## src/tsf_defs.vh

```
`ifndef TSF_DEFS_VH
`define TSF_DEFS_VH

// clock and timing
`define TSF_CLK_MHZ     100
`define TSF_POR_MS      20
`define TSF_TO_MS       15
`define TSF_CONV_MS     10
`define TSF_POR_CYC     (`TSF_POR_MS * 1000 * `TSF_CLK_MHZ)
`define TSF_TO_CYC      (`TSF_TO_MS * 1000 * `TSF_CLK_MHZ)
`define TSF_CONV_CYC    (`TSF_CONV_MS * 1000 * `TSF_CLK_MHZ)
`define TSF_CNT_W       22

// addressing
`define TSF_ADDR_BASE   5'h12
`define TSF_SEL_GND     2'h0
`define TSF_SEL_VCC     2'h1
`define TSF_SEL_SDA     2'h2
`define TSF_SEL_SCL     2'h3
`define TSF_GC_ADDR     8'h00
`define TSF_ARA_ADDR    7'h0C
`define TSF_GC_LATCH    8'h04
`define TSF_GC_RESET    8'h06

// mode select
`define TSF_MODE_CONT   2'h0
`define TSF_MODE_SHDN   2'h1
`define TSF_MODE_OS_BIT 1
`define TSF_MODE_RST    2'h0

// temperature result
`define TSF_TEMP_W      12
`define TSF_TEMP_RST    12'h000
`define TSF_LSB_PAD     4'h0
`define TSF_BIT_LAST    3'h7

`endif

```

## src/dummy_end_marker_not_used.v

```verilog
`timescale 1ns/1ps
`default_nettype none
`default_nettype wire

```

## src/tsf_sync.v

```verilog
`timescale 1ns/1ps
`default_nettype none
module tsf_sync #(
  parameter W = 3
) (
  // clock and reset
  input  wire         clk_sys,
  input  wire         rst,
  // levels
  input  wire [W-1:0] d,
  output wire [W-1:0] q
);

  genvar i;
  generate
    for (i = 0; i < W; i = i + 1) begin : g_bit
      reg meta_q;
      reg sync_q;
      always @(posedge clk_sys or posedge rst) begin
        if (rst) begin
          meta_q <= 1'b1;
          sync_q <= 1'b1;
        end else begin
          meta_q <= d[i];
          sync_q <= meta_q;
        end
      end
      assign q[i] = sync_q;
    end
  endgenerate

endmodule // tsf_sync
`default_nettype wire

```

## src/tsf_addr_sel.v

```verilog
`timescale 1ns/1ps
`default_nettype none
`include "tsf_defs.vh"
module tsf_addr_sel (
  // clock and reset
  input  wire       clk_sys,
  input  wire       rst,
  // synchronised pins
  input  wire       sel_s,
  input  wire       scl_s,
  input  wire       sda_s,
  // bus events
  input  wire       start,
  input  wire       done,
  input  wire       relatch,
  input  wire       gc_rst,
  // address
  output wire [6:0] addr_cur,
  output reg  [6:0] addr_q
);

  reg valid_q;
  reg win_q;
  reg eq_scl_q;
  reg eq_sda_q;
  reg hi_q;

  // pin tied to a bus line is told apart by following that line
  function [1:0] classify;
    input eq_scl;
    input eq_sda;
    input hi;
    begin
      if (eq_scl)
        classify = `TSF_SEL_SCL;
      else if (!hi)
        classify = `TSF_SEL_GND;
      else if (eq_sda)
        classify = `TSF_SEL_SDA;
      else
        classify = `TSF_SEL_VCC;
    end
  endfunction

  assign addr_cur = valid_q ? addr_q :
    {`TSF_ADDR_BASE, classify(eq_scl_q, eq_sda_q, hi_q)};

  always @(posedge clk_sys or posedge rst) begin
    if (rst) begin
      valid_q  <= 1'b0;
      win_q    <= 1'b0;
      eq_scl_q <= 1'b1;
      eq_sda_q <= 1'b1;
      hi_q     <= 1'b0;
      addr_q   <= 7'h00;
    end else if (gc_rst) begin
      valid_q <= 1'b0;
      win_q   <= 1'b0;
      addr_q  <= 7'h00;
    end else if (relatch) begin
      valid_q <= 1'b0;
      win_q   <= 1'b0;
    end else if (start && !valid_q) begin
      win_q    <= 1'b1;
      eq_scl_q <= 1'b1;
      eq_sda_q <= 1'b1;
      hi_q     <= 1'b0;
    end else if (win_q) begin
      eq_scl_q <= eq_scl_q & (sel_s == scl_s);
      eq_sda_q <= eq_sda_q & (sel_s == sda_s);
      hi_q     <= hi_q | sel_s;
      if (done) begin
        // pin stops being watched once latched
        win_q   <= 1'b0;
        valid_q <= 1'b1;
        addr_q  <= addr_cur;
      end
    end
  end

endmodule // tsf_addr_sel
`default_nettype wire

```

## src/tsf_target.v

```verilog
`timescale 1ns/1ps
`default_nettype none
`include "tsf_defs.vh"
module tsf_target #(
  parameter [`TSF_CNT_W-1:0] POR_CYC  = `TSF_POR_CYC,
  parameter [`TSF_CNT_W-1:0] TO_CYC   = `TSF_TO_CYC,
  parameter [`TSF_CNT_W-1:0] CONV_CYC = `TSF_CONV_CYC
) (
  // clock and reset
  input  wire        clk_sys,
  input  wire        rst,
  // serial bus
  input  wire        scl_i,
  input  wire        sda_i,
  output reg         sda_o_q,
  output reg         sda_oe_q,
  input  wire        address_select_pin,
  // alert and in-band interrupt
  output reg         alert_o_q,
  output reg         alert_oe_q,
  input  wire        i3c_sel,
  output reg         ibi_req_q,
  output reg  [6:0]  ibi_addr_q,
  input  wire        ibi_ack,
  // converter
  output reg         conv_start_q,
  input  wire        conv_done,
  input  wire [11:0] conv_data,
  input  wire [11:0] t_high,
  input  wire [11:0] t_low,
  // status
  output reg  [11:0] temp_q,
  output reg         mode_select_high_q,
  output reg         mode_select_low_q,
  output reg         bus_ready_q
);

  localparam [6:0] S_IDLE  = 7'h01;
  localparam [6:0] S_ADDR  = 7'h02;
  localparam [6:0] S_ACK_A = 7'h04;
  localparam [6:0] S_RX    = 7'h08;
  localparam [6:0] S_ACK_R = 7'h10;
  localparam [6:0] S_TX    = 7'h20;
  localparam [6:0] S_ACK_T = 7'h40;

  localparam [1:0] K_NORM = 2'h0;
  localparam [1:0] K_GC   = 2'h1;
  localparam [1:0] K_ARA  = 2'h2;

  wire [2:0] pin_s;
  wire       scl_s = pin_s[0];
  wire       sda_s = pin_s[1];
  wire       sel_s = pin_s[2];
  wire [6:0] addr_cur;

  reg        scl_p_q;
  reg        sda_p_q;
  reg [`TSF_CNT_W-1:0] por_cnt_q;
  reg [`TSF_CNT_W-1:0] to_cnt_q;
  reg [`TSF_CNT_W-1:0] sdl_cnt_q;
  reg [`TSF_CNT_W-1:0] conv_cnt_q;
  reg [6:0]  st_q;
  reg [2:0]  bit_q;
  reg        full_q;
  reg [7:0]  sh_q;
  reg [7:0]  tx_q;
  reg        rw_q;
  reg [1:0]  kind_q;
  reg [11:0] tsnap_q;
  reg        wr_q;
  reg        relatch_q;
  reg        gcrst_q;
  reg        ara_clr_q;
  reg        os_pend_q;
  reg        busy_q;
  reg        alert_act_q;
  reg        alert_hi_q;

  // sampling at 100 MHz leaves 8 cycles per 12.5 MHz bit
  tsf_sync #(
    .W (3)
  ) u_sync (
    .clk_sys (clk_sys),
    .rst     (rst),
    .d       ({address_select_pin, sda_i, scl_i}),
    .q       (pin_s)
  );

  wire scl_r = scl_s & ~scl_p_q;
  wire scl_f = ~scl_s & scl_p_q;
  wire start = scl_s & scl_p_q & sda_p_q & ~sda_s;
  wire stop  = scl_s & scl_p_q & ~sda_p_q & sda_s;
  wire to_hit = (to_cnt_q == TO_CYC - 1'b1) |
                (sdl_cnt_q == TO_CYC - 1'b1);
  wire byte_end = scl_f & full_q;
  wire addr_done = (st_q == S_ADDR) & byte_end;
  wire dir_rd = sh_q[0];

  wire m_norm = (sh_q[7:1] == addr_cur);
  wire m_gc   = (sh_q == `TSF_GC_ADDR);
  wire m_ara  = (sh_q[7:1] == `TSF_ARA_ADDR) & dir_rd &
                alert_act_q & ~i3c_sel;

  wire hi_x = $signed(conv_data) > $signed(t_high);
  wire lo_x = $signed(conv_data) < $signed(t_low);
  wire os_mode = mode_select_high_q;
  wire shdn = ~os_mode & mode_select_low_q;

  tsf_addr_sel u_addr (
    .clk_sys  (clk_sys),
    .rst      (rst),
    .sel_s    (sel_s),
    .scl_s    (scl_s),
    .sda_s    (sda_s),
    .start    (start & bus_ready_q),
    .done     (addr_done),
    .relatch  (relatch_q),
    .gc_rst   (gcrst_q),
    .addr_cur (addr_cur),
    .addr_q   ()
  );

  // first byte of a read comes live, the second from the snapshot
  function [7:0] temp_byte;
    input       idx;
    input [11:0] t;
    begin
      if (idx)
        temp_byte = {t[3:0], `TSF_LSB_PAD};
      else
        temp_byte = t[11:4];
    end
  endfunction

  wire [7:0] nxt_byte = temp_byte(sh_q[0], tsnap_q);

  // power-on hold-off and stuck-line timeout
  always @(posedge clk_sys or posedge rst) begin
    if (rst) begin
      por_cnt_q   <= {`TSF_CNT_W{1'b0}};
      bus_ready_q <= 1'b0;
      to_cnt_q    <= {`TSF_CNT_W{1'b0}};
      sdl_cnt_q   <= {`TSF_CNT_W{1'b0}};
      scl_p_q     <= 1'b1;
      sda_p_q     <= 1'b1;
    end else begin
      scl_p_q <= scl_s;
      sda_p_q <= sda_s;
      if (!bus_ready_q) begin
        por_cnt_q <= por_cnt_q + 1'b1;
        if (por_cnt_q == POR_CYC - 1'b1)
          bus_ready_q <= 1'b1;
      end
      // each line is timed alone: sda held low for TO_CYC cycles trips the timeout even while scl toggles
      if (scl_s || to_hit)
        to_cnt_q <= {`TSF_CNT_W{1'b0}};
      else
        to_cnt_q <= to_cnt_q + 1'b1;
      if (sda_s || to_hit)
        sdl_cnt_q <= {`TSF_CNT_W{1'b0}};
      else
        sdl_cnt_q <= sdl_cnt_q + 1'b1;
    end
  end

  // serial target engine; only sda is ever driven, low only
  always @(posedge clk_sys or posedge rst) begin
    if (rst) begin
      st_q      <= S_IDLE;
      bit_q     <= 3'h0;
      full_q    <= 1'b0;
      sh_q      <= 8'h00;
      tx_q      <= 8'h00;
      rw_q      <= 1'b0;
      kind_q    <= K_NORM;
      tsnap_q   <= `TSF_TEMP_RST;
      sda_oe_q  <= 1'b0;
      sda_o_q   <= 1'b0;
      wr_q      <= 1'b0;
      relatch_q <= 1'b0;
      gcrst_q   <= 1'b0;
      ara_clr_q <= 1'b0;
    end else begin
      wr_q      <= 1'b0;
      relatch_q <= 1'b0;
      gcrst_q   <= 1'b0;
      ara_clr_q <= 1'b0;
      sda_o_q   <= 1'b0;
      if (!bus_ready_q || to_hit) begin
        st_q     <= S_IDLE;
        sda_oe_q <= 1'b0;
      end else if (start) begin
        st_q     <= S_ADDR;
        bit_q    <= 3'h0;
        full_q   <= 1'b0;
        sda_oe_q <= 1'b0;
      end else if (stop) begin
        st_q     <= S_IDLE;
        sda_oe_q <= 1'b0;
      end else begin
        if (scl_r && (st_q == S_ADDR || st_q == S_RX)) begin
          sh_q  <= {sh_q[6:0], sda_s};
          bit_q <= bit_q + 1'b1;
          if (bit_q == `TSF_BIT_LAST)
            full_q <= 1'b1;
        end
        case (st_q)
          S_ADDR: begin
            if (byte_end) begin
              full_q <= 1'b0;
              rw_q   <= dir_rd;
              if (m_ara) begin
                kind_q   <= K_ARA;
                sda_oe_q <= 1'b1;
                st_q     <= S_ACK_A;
              end else if (m_norm) begin
                kind_q   <= K_NORM;
                sda_oe_q <= 1'b1;
                st_q     <= S_ACK_A;
              end else if (m_gc) begin
                kind_q   <= K_GC;
                sda_oe_q <= 1'b1;
                st_q     <= S_ACK_A;
              end else begin
                st_q <= S_IDLE;
              end
            end
          end
          S_ACK_A: begin
            if (scl_f) begin
              bit_q <= 3'h0;
              if (rw_q && kind_q == K_ARA) begin
                sda_oe_q <= ~addr_cur[6];
                tx_q     <= {addr_cur[5:0], alert_hi_q, 1'b0};
                st_q     <= S_TX;
              end else if (rw_q) begin
                tsnap_q  <= temp_q;
                sda_oe_q <= ~temp_q[11];
                tx_q     <= {temp_q[10:4], 1'b0};
                st_q     <= S_TX;
                sh_q[0]  <= 1'b1;
              end else begin
                sda_oe_q <= 1'b0;
                st_q     <= S_RX;
              end
            end
          end
          S_RX: begin
            if (byte_end) begin
              full_q   <= 1'b0;
              sda_oe_q <= 1'b1;
              st_q     <= S_ACK_R;
              if (kind_q == K_GC) begin
                relatch_q <= (sh_q == `TSF_GC_LATCH);
                gcrst_q   <= (sh_q == `TSF_GC_RESET);
              end else begin
                wr_q <= 1'b1;
              end
            end
          end
          S_ACK_R: begin
            if (scl_f) begin
              sda_oe_q <= 1'b0;
              bit_q    <= 3'h0;
              st_q     <= S_RX;
            end
          end
          S_TX: begin
            if (scl_r) begin
              bit_q <= bit_q + 1'b1;
              if (bit_q == `TSF_BIT_LAST)
                full_q <= 1'b1;
              // a released one read back low means arbitration lost
              if (!sda_oe_q && !sda_s && kind_q == K_ARA)
                st_q <= S_IDLE;
            end else if (byte_end) begin
              full_q   <= 1'b0;
              sda_oe_q <= 1'b0;
              st_q     <= S_ACK_T;
              ara_clr_q <= (kind_q == K_ARA);
            end else if (scl_f) begin
              sda_oe_q <= ~tx_q[7];
              tx_q     <= {tx_q[6:0], 1'b0};
            end
          end
          S_ACK_T: begin
            if (scl_r && (sda_s || kind_q == K_ARA)) begin
              st_q <= S_IDLE;
            end else if (scl_f) begin
              // sh_q[0] alternates the byte of the pair
              sh_q[0]  <= ~sh_q[0];
              bit_q    <= 3'h0;
              sda_oe_q <= ~nxt_byte[7];
              tx_q     <= {nxt_byte[6:0], 1'b0};
              st_q     <= S_TX;
            end
          end
          S_IDLE: begin
            sda_oe_q <= 1'b0;
          end
          default: begin
            st_q     <= S_IDLE;
            sda_oe_q <= 1'b0;
          end
        endcase
      end
    end
  end

  // mode bits and conversion pacing
  always @(posedge clk_sys or posedge rst) begin
    if (rst) begin
      mode_select_high_q <= 1'b0;
      mode_select_low_q  <= 1'b0;
      os_pend_q    <= 1'b0;
      busy_q       <= 1'b0;
      conv_cnt_q   <= {`TSF_CNT_W{1'b0}};
      conv_start_q <= 1'b0;
      temp_q       <= `TSF_TEMP_RST;
    end else begin
      conv_start_q <= 1'b0;
      if (conv_done) begin
        busy_q <= 1'b0;
        temp_q <= conv_data;
      end
      if (gcrst_q) begin
        {mode_select_high_q, mode_select_low_q} <= `TSF_MODE_RST;
        os_pend_q  <= 1'b0;
        conv_cnt_q <= {`TSF_CNT_W{1'b0}};
        temp_q     <= `TSF_TEMP_RST;
      end else if (wr_q) begin
        {mode_select_high_q, mode_select_low_q} <= sh_q[1:0];
        os_pend_q <= sh_q[`TSF_MODE_OS_BIT];
      end else if (os_mode) begin
        if (os_pend_q && !busy_q) begin
          os_pend_q    <= 1'b0;
          busy_q       <= 1'b1;
          conv_start_q <= 1'b1;
        end
      end else if (!shdn) begin
        if (conv_cnt_q == CONV_CYC - 1'b1) begin
          conv_cnt_q <= {`TSF_CNT_W{1'b0}};
          if (!busy_q) begin
            busy_q       <= 1'b1;
            conv_start_q <= 1'b1;
          end
        end else begin
          conv_cnt_q <= conv_cnt_q + 1'b1;
        end
      end
    end
  end

  // alert flag: a new crossing wins over a clear in the same cycle
  always @(posedge clk_sys or posedge rst) begin
    if (rst) begin
      alert_act_q <= 1'b0;
      alert_hi_q  <= 1'b0;
      alert_oe_q  <= 1'b0;
      alert_o_q   <= 1'b0;
      ibi_req_q   <= 1'b0;
      ibi_addr_q  <= 7'h00;
    end else begin
      alert_o_q  <= 1'b0;
      ibi_addr_q <= addr_cur;
      if (conv_done && (hi_x || lo_x)) begin
        alert_act_q <= ~i3c_sel;
        alert_hi_q  <= hi_x;
      end else if (ara_clr_q || gcrst_q) begin
        alert_act_q <= 1'b0;
      end
      alert_oe_q <= alert_act_q & ~i3c_sel;
      if (conv_done && (hi_x || lo_x) && i3c_sel)
        ibi_req_q <= 1'b1;
      else if (ibi_ack || gcrst_q)
        ibi_req_q <= 1'b0;
    end
  end

endmodule // tsf_target
`default_nettype wire

```

## config.mk

```make
export PLATFORM = sky130hd
export DESIGN_NAME = tsf_target
export DESIGN_NICKNAME = d
export VERILOG_FILES = /design/src/dummy_end_marker_not_used.v /design/src/tsf_sync.v /design/src/tsf_addr_sel.v /design/src/tsf_target.v
export VERILOG_INCLUDE_DIRS = /design/src
export SDC_FILE = /design/constraint.sdc
export NUM_CORES = 1
export LEC_CHECK = 0
export BUFFER_PORTS_ARGS = -buffer_cell sky130_fd_sc_hd__buf_2
export CORE_UTILIZATION = 55
export CTS_CLUSTER_DIAMETER = 80
export DETAILED_ROUTE_END_ITERATION = 10
export PLACE_DENSITY = 0.77
export SLEW_MARGIN = 20
export SYNTH_ARGS = -nofsm -noshare
export SYNTH_HDL_FRONTEND = slang
export SYNTH_SLANG_ARGS = --single-unit
export TNS_END_PERCENT = 5
```

## constraint.sdc

```tcl
create_clock -name clk_sys -period 4.6 [get_ports clk_sys]
set_input_delay 0 -clock clk_sys [delete_from_list [all_inputs] [get_ports clk_sys]]
set_output_delay 0 -clock clk_sys [all_outputs]
set_load 0.01 [all_outputs]
```

==> reports/metrics.yaml <==
synthTopCellsByArea: "dfrtp_1, nor2_1, xor2_1"
n_antenna_cell: 0
place_congestion: 0.884
tns_ns: 0
critical-path-top-delay-family: "simple AND/OR/NAND/NOR gates"
crit-reg2reg-launch: "sdl_cnt_q[0]$_DFF_PP0_"
grt_pass1_wl_um: 32400
endpoint_kind: "flop"
synthArstFlopShare_pct: 100
die_area_um2: 17300
ys_seq_area_share_pct: 49.7
ys_ff_latch: 183
cts.sinks: 183
clkLatencyLatePin_ns: 0.43
routed_wl_um: 18800
p_leak_nw: 5.03
max_freq_ghz: 0.352
ir_drop_uv: 275
crit_path_start_kind: "flop"
core_um2: 16500
grt_max_degree: 184
required_ns: 4.91
r2r_end: "tsnap_q[11]$_DFFE_PP0P_"
r2r_cells: 7
cts_tree: "built"
finalCritPeriodShare_pct: 61.7
synth_top_cell_by_area: "dfrtp_1"
io_buffers: 69
skew_ns: 0.00993
whs_ns: 0.0523
syn2layout_area_growth_pct: 14.6
hold_start: "conv_done"
clk_pin_slew_worst_paths_ns: 0.07
cp_max_fo: 12
drtIter0Drc: 499
slew_headroom_pct: 31.5
ff2ff_setup_slack_ns: 1.76
grt_pass1_vias: 6718
ios: 72
finalInstanceArea_um2: 10600
power.total_mw: 3.41
rsz0062_at_grt: "no"
status: "finished, final reports clean"
powerDensity_nw_per_um2: 321
path_cells: "ha_1 -> and4_1 -> nand4_1 -> o32ai_1 -> or2_2 -> nor2_1 -> mux2_2"
cp.arrival_ns: 3.15
drv_slew: 0
final_common_cell: "dfrtp_1"
utilization_pct: 64.1
setup_viol: 0
postCtsSetupRepairBufs: 0
crit_start: "sdl_cnt_q[0]$_DFF_PP0_"
cts_made_buffers: 17
final_nets: 1089
postSynthCellCount: 934
drive_above_1_share_pct: 15.1
routedWlPerCell_um: 15.1
die_h_um: 132
start_util_pct: 56.0
antenna_left: 0
yosysWarningCount: 0
min_path_cells: 3
yosysUniqueCellTypes: 67
netlist_area_um2: 9250
dr.pass1.iters: 5
cp_slowest_cell: "nor2_1"
avgSynthCellArea_um2: 9.90
synth_edf_count: 0
whs_endpoint: "busy_q$_DFF_PP0_"
drc: 0
antenna_found_initial: 0
h-tree-depth: 4
rows: 47
grt_overflow: 0
cap_violations: 0
via_per_inst: 5.60
critPathBufInv: 0
clock_path_buffers: 2
nFillCells: 1288
routed-via-count: 6988
dpl_cell_area_um2: 9780
worstSetupPathType: "flop to flop"
fin_crit_ns: 2.84
hold_class: "input port to flop"
cp_slowest_stage_delay_ns: 0.81
die_w_um: 132
grt_use_total_pct: 23.2
final_cell_mix: "dfrtp_1, nor2_1, buf_2, nand2_1, xor2_1"
hold_viol: 0
tightest_slew_ns: 1.02
dpl.hpwl_um: 12900
clockRootBuffer: "clkbuf_16"
yosysTopAreaCellShare_pct: 46.5
ys.flop_type: "dfrtp_1"
[how the worst max path moves through the flow]
| stage | to | slack (ns) | cells past startpoint |
|---|---|---|---|
| floorplan | sh_q[2]$_DFFE_PP0P_ | 2.25 | 6 |
| global placement | tsnap_q[10]$_DFFE_PP0P_ | 1.83 | 7 |
| detailed placement | tsnap_q[9]$_DFFE_PP0P_ | 1.79 | 7 |
| CTS | tsnap_q[7]$_DFFE_PP0P_ | 1.77 | 7 |
| global route | tsnap_q[4]$_DFFE_PP0P_ | 1.55 | 6 |
| finish | tsnap_q[11]$_DFFE_PP0P_ | 1.76 | 7 |
[stage by stage]
stage,setup slack (ns),instances
after CTS,1.77,1248
after global placement,1.83,1199
final,1.76,1248
after floorplan,2.25,935
after detailed placement,1.79,1199
after global routing,1.55,1248
[routing by layer]
| metal | GRT usage, % | vias to the layer above | part of all wire, % |
|---|---|---|---|
| met5 | 0 | - | 0 |
| li1 | - | 3392 | - |
| met3 | 4.90 | 25 | 3.7 |
| met4 | 7.17 | 0 | 1.3 |
| met1 | 32.0 | 3433 | 47 |
| met2 | 36.7 | 138 | 48 |
[registers in the layout (all words and copies together) (netlist names), 2 cells and up]
signal and flops:
tx_q 7, to_cnt_q 22, sdl_cnt_q 22, u_sync.g_bit.sync_q 3, tsnap_q 12, bit_q 3
conv_cnt_q 22, sh_q 8, u_addr.addr_q 7, kind_q 2, ibi_addr_q 7, por_cnt_q 22
u_sync.g_bit.meta_q 3, temp_q 12, st_q 7
[report_power, final]
group          switching (mW)  internal [mW]  leakage (nW)  total [mW]
sequential             0.0275           1.64          2.44        1.66
combinational           0.109         0.0821          2.29       0.191
clock                   0.616          0.934         0.301        1.55
[layout make-up]
class / count / area [um^2] / share of cell area [%]
timing repair buffer: 91 / 568 / 5.36
clock inverter: 12 / 175 / 1.65
clock buffer: 19 / 453 / 4.27
tap: 220 / 275 / 2.60
multi-input combinational: 679 / 4360 / 41.2
sequential: 183 / 4590 / 43.4
inverter: 44 / 169 / 1.59
[worst reg2reg max path, cell delays in order (launching register included)]
cell and delay (ns):
dfrtp_1 0.41, ha_1 0.24, and4_1 0.21, nand4_1 0.10, o32ai_1 0.13, or2_2 0.39, nor2_1 0.82, mux2_2 0.42
[logic make-up (layout without fill, tap and decap cells)]
kind of cell / count (synthesis) / count (layout) / share of synthesized area (%)
buf+inv: 73 / 166 / 3.25
flops: 183 / 183 / 49.7
fa+ha+maj: 29 / 29 / 3.92
xor+xnor: 88 / 88 / 8.33
compound gates: 112 / 112 / 7.94
other cells: 1 / 2 / 0.0405
simple gates: 403 / 403 / 21.7
mux: 45 / 45 / 5.15
[synth_stat cells (16+ instances only)]
master,count
clkbuf_1,16
xnor2_1,42
nand2_1,65
inv_1,44
and3_1,21
xor2_1,46
ha_1,29
o21ai_0,27
mux2i_1,24
nand3_1,43
dfrtp_1,172
nor2_1,143
nand4_1,23
mux2_2,21
a21oi_1,31
nor3_1,20
[repair_timing]
action                                  CTS  global route
resized for setup                         0             0
hold endpoints to repair                190             0
endpoints found under the setup margin    0             0
hold buffers                             18             0
Power figures use the tool's default switching activity.
